<file path="src/logic/dpcds_pkg.sv">
package dpcds_pkg;

    // parameter addresses
    localparam logic [15:0] ADDR_COMMAND    = 16'h0002;
    localparam logic [15:0] ADDR_STARTUP    = 16'h0003;
    localparam logic [15:0] ADDR_USER_SRC   = 16'h0004;
    localparam logic [15:0] ADDR_LEGACY_EXIT = 16'h0908;

    // reset values
    localparam logic [15:0] RST_COMMAND = 16'h0000;
    localparam logic [15:0] RST_STARTUP = 16'h0000;
    localparam logic [15:0] RST_USER    = 16'h0003;

    // command codes
    localparam logic [15:0] CMD_NONE     = 16'h0000;
    localparam logic [15:0] CMD_LOCK     = 16'h0001;
    localparam logic [15:0] CMD_LEG_1    = 16'h0002;
    localparam logic [15:0] CMD_ENERGY   = 16'h0005;
    localparam logic [15:0] CMD_PLC      = 16'h0006;
    localparam logic [15:0] CMD_NOP7     = 16'h0007;
    localparam logic [15:0] CMD_RUN_DIS  = 16'h0008;
    localparam logic [15:0] CMD_DEF50    = 16'h0009;
    localparam logic [15:0] CMD_DEF60    = 16'h000A;
    localparam logic [15:0] CMD_DEF50_KU = 16'h000B;
    localparam logic [15:0] CMD_DEF60_KU = 16'h000C;
    localparam logic [15:0] CMD_LEG_2    = 16'h0014;
    localparam logic [15:0] LEG_EXIT_VAL = 16'h0014;

    // startup pages
    localparam logic [15:0] PAGE_MAX = 16'h0003;

    // user display codes
    localparam logic [6:0] UD_CURRENT  = 7'h00;
    localparam logic [6:0] UD_FREQ     = 7'h02;
    localparam logic [6:0] UD_DCBUS    = 7'h03;
    localparam logic [6:0] UD_DI_LOG   = 7'h10;
    localparam logic [6:0] UD_DO_LOG   = 7'h11;
    localparam logic [6:0] UD_DI_PIN   = 7'h13;
    localparam logic [6:0] UD_DO_PIN   = 7'h14;
    localparam logic [6:0] UD_OVERLOAD = 7'h19;
    localparam logic [6:0] UD_CTRLMODE = 7'h23;
    localparam logic [6:0] UD_STATUS   = 7'h26;
    localparam logic [6:0] UD_ERROR    = 7'h3F;
    localparam logic [6:0] UD_WARN     = 7'h40;
    // listed codes as a bit map, bit n set when code n is legal
    localparam logic [65:0] UD_LEGAL_MAP = 66'h3_C409_DFD8_DE5F_5DFF;

    // status word bit positions
    localparam int ST_FWD   = 0;
    localparam int ST_REV   = 1;
    localparam int ST_READY = 2;
    localparam int ST_ERR   = 3;
    localparam int ST_RUN   = 4;
    localparam int ST_WARN  = 5;

    typedef enum logic [1:0] {
        DPCDS_FULL   = 2'b00,
        DPCDS_ARMED  = 2'b01,
        DPCDS_LEGACY = 2'b11
    } dpcds_mode_t;

    typedef struct packed {
        logic [15:0] current;
        logic [15:0] freq;
        logic [15:0] dcbus;
        logic [15:0] overload;
        logic [15:0] err_code;
        logic [15:0] warn_code;
        logic [15:0] other;
        logic [6:0]  di_logic;
        logic [2:0]  do_logic;
        logic        torque_mode;
        logic        fwd;
        logic        rev;
        logic        ready;
        logic        running;
    } dpcds_mon_t;

    typedef struct packed {
        logic        def_50hz;
        logic        def_60hz;
        logic        keep_user;
        logic        plc_erase;
    } dpcds_pend_t;

endpackage

</file>
<file path="src/logic/dpcds_top.sv">
// Function
// - command 1 locks all parameters except command and password ones until 0; the command parameter then takes only 0 or 1.
// - command 5 clears energy display and counter, allowed while running.
// - command 6 erases the internal logic-controller program.
// - command 8 disables the keypad run key.
// - commands 9 and 10 restore 50Hz or 60Hz defaults.
// - commands 11 and 12 restore defaults but keep user parameters.
// - restore commands refused while a password is set.
// - commands 6, 9, 10, 11, 12 take effect only after reboot.
// - writing 2 then 20 enters legacy mode and restores defaults.
// - in legacy mode, 20 to exit parameter returns full set, defaults.
// - startup page chosen by startup select: setpoint, freq, user, current.
// - user display select routes chosen monitored quantity to user page.
// - codes 16,17 logical I/O states; 19,20 raw pin states.
// - code 35 shows control mode, 0 speed, 1 torque.
// - code 63 shows error code, 64 shows warning code.
// - code 25 shows overload accumulation percentage.
// - code 38 shows status word of six drive flags.
module dpcds_top (
    // clock and reset
    input  wire logic               clk_i,
    input  wire logic               rst_b_i,
    // parameter access port
    input  wire logic               par_wr_i,
    input  wire logic               par_rd_i,
    input  wire logic [15:0]        par_addr_i,
    input  wire logic [15:0]        par_wdata_i,
    output logic                    par_ack_o,
    output logic                    par_err_o,
    output logic [15:0]             par_rdata_o,
    // drive state
    input  wire logic               password_set_i,
    input  wire dpcds_pkg::dpcds_mon_t mon_i,
    input  wire logic [6:0]         di_pin_i,
    input  wire logic [2:0]         do_pin_i,
    // effects
    output logic                    params_locked_o,
    output logic                    energy_clear_o,
    output logic                    run_key_disable_o,
    output dpcds_pkg::dpcds_pend_t  reboot_pend_o,
    output logic                    legacy_mode_o,
    output logic                    restore_now_o,
    // display
    output logic [1:0]              startup_page_o,
    output logic [6:0]              user_source_o,
    output logic [15:0]             user_value_o
);

    // codes past the map are refused before it is indexed
    function automatic logic ud_legal(input logic [15:0] code);
        ud_legal = (code < 16'd66) && dpcds_pkg::UD_LEGAL_MAP[code[6:0]];
    endfunction

    // the four restore codes share password and reboot handling
    function automatic logic is_restore(input logic [15:0] code);
        is_restore = (code == dpcds_pkg::CMD_DEF50)
                   || (code == dpcds_pkg::CMD_DEF60)
                   || (code == dpcds_pkg::CMD_DEF50_KU)
                   || (code == dpcds_pkg::CMD_DEF60_KU);
    endfunction

    logic [15:0]            cmd_reg;
    logic [15:0]            cmd_next;
    logic [1:0]             startup_reg;
    logic [6:0]             user_reg;
    dpcds_pkg::dpcds_mode_t mode_reg;
    dpcds_pkg::dpcds_mode_t mode_next;
    dpcds_pkg::dpcds_pend_t pend_reg;
    dpcds_pkg::dpcds_pend_t pend_next;
    logic                   run_dis_reg;
    logic                   energy_reg;
    logic                   restore_reg;
    logic                   ack_reg;
    logic                   err_reg;
    logic [15:0]            rdata_reg;
    logic [15:0]            uval_reg;
    logic                   lock_reg;
    logic                   legacy_reg;
    wire  [9:0]             pin_raw;
    wire  [9:0]             pin_sync;
    wire  [6:0]             di_sync;
    wire  [2:0]             do_sync;

    // address decode
    wire hit_cmd  = par_addr_i == dpcds_pkg::ADDR_COMMAND;
    wire hit_st   = par_addr_i == dpcds_pkg::ADDR_STARTUP;
    wire hit_usr  = par_addr_i == dpcds_pkg::ADDR_USER_SRC;
    wire hit_exit = par_addr_i == dpcds_pkg::ADDR_LEGACY_EXIT;
    wire locked   = cmd_reg == dpcds_pkg::CMD_LOCK;
    wire wr_cmd   = par_wr_i && hit_cmd;
    wire wr_st    = par_wr_i && hit_st;
    wire wr_usr   = par_wr_i && hit_usr;
    wire wr_exit  = par_wr_i && hit_exit;
    wire [15:0] wd = par_wdata_i;

    // command legality
    wire cmd_listed = (wd == dpcds_pkg::CMD_NONE)
                   || (wd == dpcds_pkg::CMD_LOCK)
                   || (wd == dpcds_pkg::CMD_LEG_1)
                   || (wd == dpcds_pkg::CMD_ENERGY)
                   || (wd == dpcds_pkg::CMD_PLC)
                   || (wd == dpcds_pkg::CMD_NOP7)
                   || (wd == dpcds_pkg::CMD_RUN_DIS)
                   || is_restore(wd)
                   || (wd == dpcds_pkg::CMD_LEG_2);
    // step two only counts straight after step one
    wire leg2_ok    = (wd != dpcds_pkg::CMD_LEG_2)
                   || (mode_reg == dpcds_pkg::DPCDS_ARMED);
    wire pw_block   = password_set_i
                   && (is_restore(wd) || (wd == dpcds_pkg::CMD_LEG_2));
    // while locked only a return to 0 or a relock is taken
    wire lock_ok    = !locked || (wd == dpcds_pkg::CMD_NONE)
                   || (wd == dpcds_pkg::CMD_LOCK);
    wire cmd_take   = wr_cmd && cmd_listed && leg2_ok && !pw_block
                   && lock_ok;
    wire st_take    = wr_st && !locked && (wd <= dpcds_pkg::PAGE_MAX);
    wire usr_take   = wr_usr && !locked && ud_legal(wd);
    wire exit_take  = wr_exit && !locked
                   && (mode_reg == dpcds_pkg::DPCDS_LEGACY)
                   && (wd == dpcds_pkg::LEG_EXIT_VAL);
    wire wr_ok      = cmd_take || st_take || usr_take || exit_take;
    wire unmapped   = !(hit_cmd || hit_st || hit_usr || hit_exit);
    wire access     = par_wr_i || par_rd_i;
    // a refused write answers with err and stores nothing
    wire wr_refused = par_wr_i && !wr_ok;
    wire err_next   = access && (unmapped || wr_refused);
    // a write wins over a read in the same cycle
    wire rd_only    = par_rd_i && !par_wr_i;

    // command effects fire only on the accepting write
    wire ev_energy  = cmd_take && (wd == dpcds_pkg::CMD_ENERGY);
    wire ev_plc     = cmd_take && (wd == dpcds_pkg::CMD_PLC);
    wire ev_rundis  = cmd_take && (wd == dpcds_pkg::CMD_RUN_DIS);
    wire ev_leg1    = cmd_take && (wd == dpcds_pkg::CMD_LEG_1);
    wire ev_leg2    = cmd_take && (wd == dpcds_pkg::CMD_LEG_2);

    always_comb begin
        // the stored code only changes on an accepted write
        cmd_next = cmd_reg;
        if (cmd_take) begin
            cmd_next = wd;
        end
    end

    always_comb begin
        pend_next = pend_reg;
        if (ev_plc) begin
            pend_next.plc_erase = 1'b1;
        end
        if (cmd_take && is_restore(wd)) begin
            // last restore request before reboot wins
            pend_next.def_50hz  = (wd == dpcds_pkg::CMD_DEF50)
                               || (wd == dpcds_pkg::CMD_DEF50_KU);
            pend_next.def_60hz  = (wd == dpcds_pkg::CMD_DEF60)
                               || (wd == dpcds_pkg::CMD_DEF60_KU);
            pend_next.keep_user = (wd == dpcds_pkg::CMD_DEF50_KU)
                               || (wd == dpcds_pkg::CMD_DEF60_KU);
        end
    end

    always_comb begin
        mode_next = mode_reg;
        unique case (mode_reg)
            dpcds_pkg::DPCDS_FULL: begin
                if (ev_leg1) begin
                    mode_next = dpcds_pkg::DPCDS_ARMED;
                end
            end
            // no timeout: only the next accepted command disarms
            dpcds_pkg::DPCDS_ARMED: begin
                if (ev_leg2) begin
                    mode_next = dpcds_pkg::DPCDS_LEGACY;
                end else if (cmd_take) begin
                    mode_next = dpcds_pkg::DPCDS_FULL;
                end
            end
            dpcds_pkg::DPCDS_LEGACY: begin
                if (exit_take) begin
                    mode_next = dpcds_pkg::DPCDS_FULL;
                end
            end
            default: mode_next = dpcds_pkg::DPCDS_FULL;
        endcase
    end

    // user display source mux
    logic [15:0] uval_next;
    logic [15:0] status_word;
    // error and warning bits follow nonzero codes, nothing is latched
    always_comb begin
        status_word = 16'h0000;
        status_word[dpcds_pkg::ST_FWD]   = mon_i.fwd;
        status_word[dpcds_pkg::ST_REV]   = mon_i.rev;
        status_word[dpcds_pkg::ST_READY] = mon_i.ready;
        status_word[dpcds_pkg::ST_ERR]   = mon_i.err_code != 16'h0000;
        status_word[dpcds_pkg::ST_RUN]   = mon_i.running;
        status_word[dpcds_pkg::ST_WARN]  = mon_i.warn_code != 16'h0000;
    end

    always_comb begin
        unique case (user_reg)
            dpcds_pkg::UD_CURRENT:  uval_next = mon_i.current;
            dpcds_pkg::UD_FREQ:     uval_next = mon_i.freq;
            dpcds_pkg::UD_DCBUS:    uval_next = mon_i.dcbus;
            dpcds_pkg::UD_DI_LOG:   uval_next = {9'h000, mon_i.di_logic};
            dpcds_pkg::UD_DO_LOG:   uval_next = {13'h0000, mon_i.do_logic};
            dpcds_pkg::UD_DI_PIN:   uval_next = {9'h000, di_sync};
            dpcds_pkg::UD_DO_PIN:   uval_next = {13'h0000, do_sync};
            dpcds_pkg::UD_OVERLOAD: uval_next = mon_i.overload;
            dpcds_pkg::UD_CTRLMODE: uval_next = {15'h0000, mon_i.torque_mode};
            dpcds_pkg::UD_STATUS:   uval_next = status_word;
            dpcds_pkg::UD_ERROR:    uval_next = mon_i.err_code;
            dpcds_pkg::UD_WARN:     uval_next = mon_i.warn_code;
            // remaining listed sources live outside, keyed by user_source_o
            default:                uval_next = mon_i.other;
        endcase
    end

    // read data
    // the exit parameter acts on write only and reads as zero
    logic [15:0] rd_next;
    always_comb begin
        rd_next = 16'h0000;
        if (hit_cmd) begin
            rd_next = cmd_reg;
        end else if (hit_st) begin
            rd_next = {14'h0000, startup_reg};
        end else if (hit_usr) begin
            rd_next = {9'h000, user_reg};
        end
    end

    // pin states cross in through two flops, one pair per pin
    // a pin change near the edge may show a cycle late, and pins changing together may land in different cycles
    assign pin_raw = {do_pin_i, di_pin_i};
    assign di_sync = pin_sync[6:0];
    assign do_sync = pin_sync[9:7];

    generate
        for (genvar gi = 0; gi < 10; gi++) begin : g_sync
            logic meta_reg;
            logic sync_reg;

            always_ff @(posedge clk_i or negedge rst_b_i) begin
                if (!rst_b_i) begin
                    meta_reg <= 1'b0;
                    sync_reg <= 1'b0;
                end else begin
                    meta_reg <= pin_raw[gi];
                    sync_reg <= meta_reg;
                end
            end
            // only the second flop is read past this point
            assign pin_sync[gi] = sync_reg;
        end
    endgenerate

    always_ff @(posedge clk_i or negedge rst_b_i) begin
        if (!rst_b_i) begin
            cmd_reg     <= dpcds_pkg::RST_COMMAND;
            startup_reg <= dpcds_pkg::RST_STARTUP[1:0];
            user_reg    <= dpcds_pkg::RST_USER[6:0];
            mode_reg    <= dpcds_pkg::DPCDS_FULL;
        end else begin
            cmd_reg  <= cmd_next;
            mode_reg <= mode_next;
            if (st_take) begin
                startup_reg <= wd[1:0];
            end
            if (usr_take) begin
                user_reg <= wd[6:0];
            end
        end
    end

    // pending restore requests clear only at reboot
    // nothing re-enables the run key short of a reset
    always_ff @(posedge clk_i or negedge rst_b_i) begin
        if (!rst_b_i) begin
            pend_reg    <= '0;
            run_dis_reg <= 1'b0;
        end else begin
            pend_reg <= pend_next;
            if (ev_rundis) begin
                run_dis_reg <= 1'b1;
            end
        end
    end

    // effect pulses last one cycle; receivers must take them then
    always_ff @(posedge clk_i or negedge rst_b_i) begin
        if (!rst_b_i) begin
            energy_reg  <= 1'b0;
            restore_reg <= 1'b0;
        end else begin
            energy_reg  <= ev_energy;
            restore_reg <= ev_leg2 || exit_take;
        end
    end

    // level outputs leave from flops, not from compare logic
    wire lock_next   = cmd_next == dpcds_pkg::CMD_LOCK;
    wire legacy_next = mode_next == dpcds_pkg::DPCDS_LEGACY;
    always_ff @(posedge clk_i or negedge rst_b_i) begin
        if (!rst_b_i) begin
            uval_reg   <= 16'h0000;
            lock_reg   <= 1'b0;
            legacy_reg <= 1'b0;
        end else begin
            uval_reg   <= uval_next;
            lock_reg   <= lock_next;
            legacy_reg <= legacy_next;
        end
    end

    // every access is answered on the next edge, no wait states
    always_ff @(posedge clk_i or negedge rst_b_i) begin
        if (!rst_b_i) begin
            ack_reg   <= 1'b0;
            err_reg   <= 1'b0;
            rdata_reg <= 16'h0000;
        end else begin
            ack_reg   <= access;
            err_reg   <= err_next;
            rdata_reg <= rd_only ? rd_next : 16'h0000;
        end
    end

    assign par_ack_o         = ack_reg;
    assign par_err_o         = err_reg;
    assign par_rdata_o       = rdata_reg;
    assign params_locked_o   = lock_reg;
    assign energy_clear_o    = energy_reg;
    assign run_key_disable_o = run_dis_reg;
    assign reboot_pend_o     = pend_reg;
    assign legacy_mode_o     = legacy_reg;
    assign restore_now_o     = restore_reg;
    assign startup_page_o    = startup_reg;
    assign user_source_o     = user_reg;
    assign user_value_o      = uval_reg;

endmodule

</file>
<file path="config.mk">
export PLATFORM = sky130hd
export DESIGN_NAME = dpcds_top
export DESIGN_NICKNAME = d
export VERILOG_FILES = /design/src/logic/dpcds_pkg.sv /design/src/logic/dpcds_top.sv
export SDC_FILE = /design/constraint.sdc
export NUM_CORES = 1
export LEC_CHECK = 0
export BUFFER_PORTS_ARGS = -buffer_cell sky130_fd_sc_hd__buf_2
export CAP_MARGIN = 20
export CORE_MARGIN = 4
export CORE_UTILIZATION = 50
export CTS_CLUSTER_SIZE = 28
export DETAILED_ROUTE_END_ITERATION = 7
export MAX_ROUTING_LAYER = met4
export PLACE_DENSITY = 0.85
export SLEW_MARGIN = 20
export SYNTH_ARGS = -nofsm -noshare
export SYNTH_HDL_FRONTEND = slang
export SYNTH_SLANG_ARGS = --single-unit
export TNS_END_PERCENT = 100
</file>
<file path="constraint.sdc">
create_clock -name clk_i -period 5.55 [get_ports clk_i]
set_input_delay 0.8325 -clock clk_i [delete_from_list [all_inputs] [get_ports clk_i]]
set_output_delay 0.8325 -clock clk_i [all_outputs]
set_load 0.005 [all_outputs]
</file>
==> results_dict.tcl <==
set metrics [dict create \
    status "completed" \
    drtAntennaViolNets 0 \
    fin_util_pct 66.7 \
    cts_max_path_buffers 2 \
    design.core.area_mm2 0.00920 \
    avgSynthCellArea_um2 9.86 \
    setup_viol_count_final 0 \
    yosysTopAreaCellShare_pct 46.6 \
    grt_pass1_vias 4796 \
    syn_inst 479 \
    critPathMaxFanout 32 \
    hold_class "primary input to asynchronous set/reset pin" \
    fin_setup_tns_ps 0 \
    grt_max_degree 87 \
    synth-edff-count 0 \
    syn_to_final_growth_pct 29.9 \
    async_reset_ff_share_pct 100 \
    cts_buffers 9 \
    critPathCaptureType "register" \
    start_kind "register" \
    fin_crit_ps 3280 \
    max_slew_margin_pct 29.9 \
    drcViolationCount 0 \
    cap_violations 0 \
    fin_cells 808 \
    cts_tree "yes" \
    clkTransAtPathRegs_ps 100 \
    nets 867 \
    ys_ff_latch 90 \
    irDropWorstVdd_mv 0.276 \
    dp.cells 789 \
    grt.overflow.total 0 \
    drt_iter0_markers 486 \
    synth_common_cells "dfrtp_1, nor2_1, nand2_1, mux2i_1, a21oi_1" \
    r2r_cells 5 \
    synth_cell_types 62 \
    grt_pass1_wl_um 26500 \
    h-tree-depth 3 \
    wl_um 17600 \
    synth_warnings 0 \
    drv_slew 0 \
    finalInstanceArea_mm2 0.00613 \
    initial_core_util_pct 51.4 \
    maxClockFrequency_mhz 305 \
    hpwl_um 13600 \
    skew_ps 20.8 \
    ys_seq_area_share_pct 47.7 \
    cts_root_buf "clkbuf_8" \
    syn_area_mm2 0.00472 \
    cts_resized 0 \
    cts_sinks 90 \
    yosys.area.top_type "dfrtp_1" \
    nFillCells 764 \
    layout-drive-gt1-share_pct 39.0 \
    critPathRequiredTime_ps 5700 \
    min_period_over_period_pct 59.1 \
    rrSetupSlack_ps 2270 \
    reg2reg_from "user_source_o[1]" \
    avgViaCountPerCell 6.15 \
    rsz0062_at_grt "false" \
    synth_most_common_cell "dfrtp_1" \
    total_power_mw 1.30 \
    num_io_pins 226 \
    io_buffer_count 225 \
    die-area_mm2 0.0111 \
    first_pass_iters 6 \
    synth_area_leaders "dfrtp_1, mux2i_1, nor2_1, and2_1, a21oi_1" \
    rows 35 \
    hold_ws_ps 248 \
    hold_violations 0 \
    vias 4966 \
    syn_nets 657 \
    arrival_ps 3430 \
    leakagePower_nw 2.96 \
    setup_slack_ps 2270 \
    p_per_area_mw_per_mm2 212 \
    die_w_um 105 \
    synth-main-ff-cell "dfrtp_1" \
    dp_slack_ps 1880 \
    antenna_found_initial 3 \
    cts_setup_buffers 0 \
    drt-wirelength-per-cell_um 21.7 \
    cts_hold_buf 0 \
    track_usage_pct 31.8 \
    post_dp_cell_area_mm2 0.00589 \
    worstReg2RegEnd "user_value_o[8]" \
    die_h_um 105 \
    place.gp.congestion 1.01 \
    tightestPinTransition_ps 1050 \
    clk_latency_ps 370 \
    path_class "register to register" \
]
## worst max-delay path by stage
stage	to	start	slack [ps]
floorplan	user_source_o[2]	par_addr_i[5]	2660
global placement	reboot_pend_o[1]	par_wdata_i[0]	2000
detailed placement	reboot_pend_o[1]	par_wdata_i[0]	1880
CTS	reboot_pend_o[1]	par_wdata_i[0]	2250
global route	user_value_o[1]	user_source_o[1]	2110
finish	user_value_o[8]	user_source_o[1]	2270
## kinds of logic after synthesis
| kind of cell | count (synthesis) | synth area share [%] |
|---|---|---|
| muxes | 36 | 8.40 |
| buffers and inverters | 33 | 2.91 |
| adders and majority gates | 4 | 1.06 |
| and+or+nand+nor | 205 | 23.2 |
| AOI/OAI and AO/OA | 111 | 16.7 |
| DFF | 90 | 47.7 |
## report_power, final
part | switching, mW | internal (mW)
sequential | 0.00454 | 0.669
clock | 0.264 | 0.221
combinational | 0.0768 | 0.0679
total | 0.346 | 0.958
## layer usage
| metal | wire length [um] | up-vias | global-route usage (%) |
|---|---|---|---|
| met4 | 390 | 0 | 9.93 |
| met5 | 0 | - | - |
| met2 | 8640 | 302 | 49.3 |
| met3 | 1570 | 36 | 7.16 |
| met1 | 6970 | 2400 | 41.6 |
| li1 | - | 2228 | - |
## worst max-delay path, cell delays in order, from the launching register on
cell,delay [ps]
dfstp_2,1020
nand4bb_1,390
or3_1,420
o21ai_0,80
or4_1,830
a31oi_1,300
## final cells by class
class	instances	area [um^2]	share of cell area [%]
clock buffer	9	124	2.02
tap	111	139	2.26
sequential	90	2250	36.8
clock inverter	7	92.6	1.51
antenna	3	7.51	0.122
inverter	5	18.8	0.306
multi-input combinational	356	2350	38.3
timing repair buffer	227	1150	18.7
## cell usage in the layout, fill, tap and decap left out, types with 7 or more instances in the layout
master | netlist | final
mux2i_1 | 25 | 25
nand3_1 | 12 | 12
nor4_1 | 17 | 16
a221oi_1 | 8 | 8
a31oi_1 | 18 | 18
nand2_1 | 28 | 28
nor3_1 | 15 | 15
o21ai_0 | 11 | 11
dfrtp_1 | 88 | 88
clkbuf_8 | 0 | 9
nand2b_1 | 7 | 7
buf_2 | 5 | 224
a22oi_1 | 11 | 11
and2_1 | 22 | 22
a222oi_1 | 9 | 9
nor2_1 | 58 | 57
a21oi_1 | 23 | 23
nand4_1 | 7 | 7
Note: power is estimated with default switching activity, not from simulation.
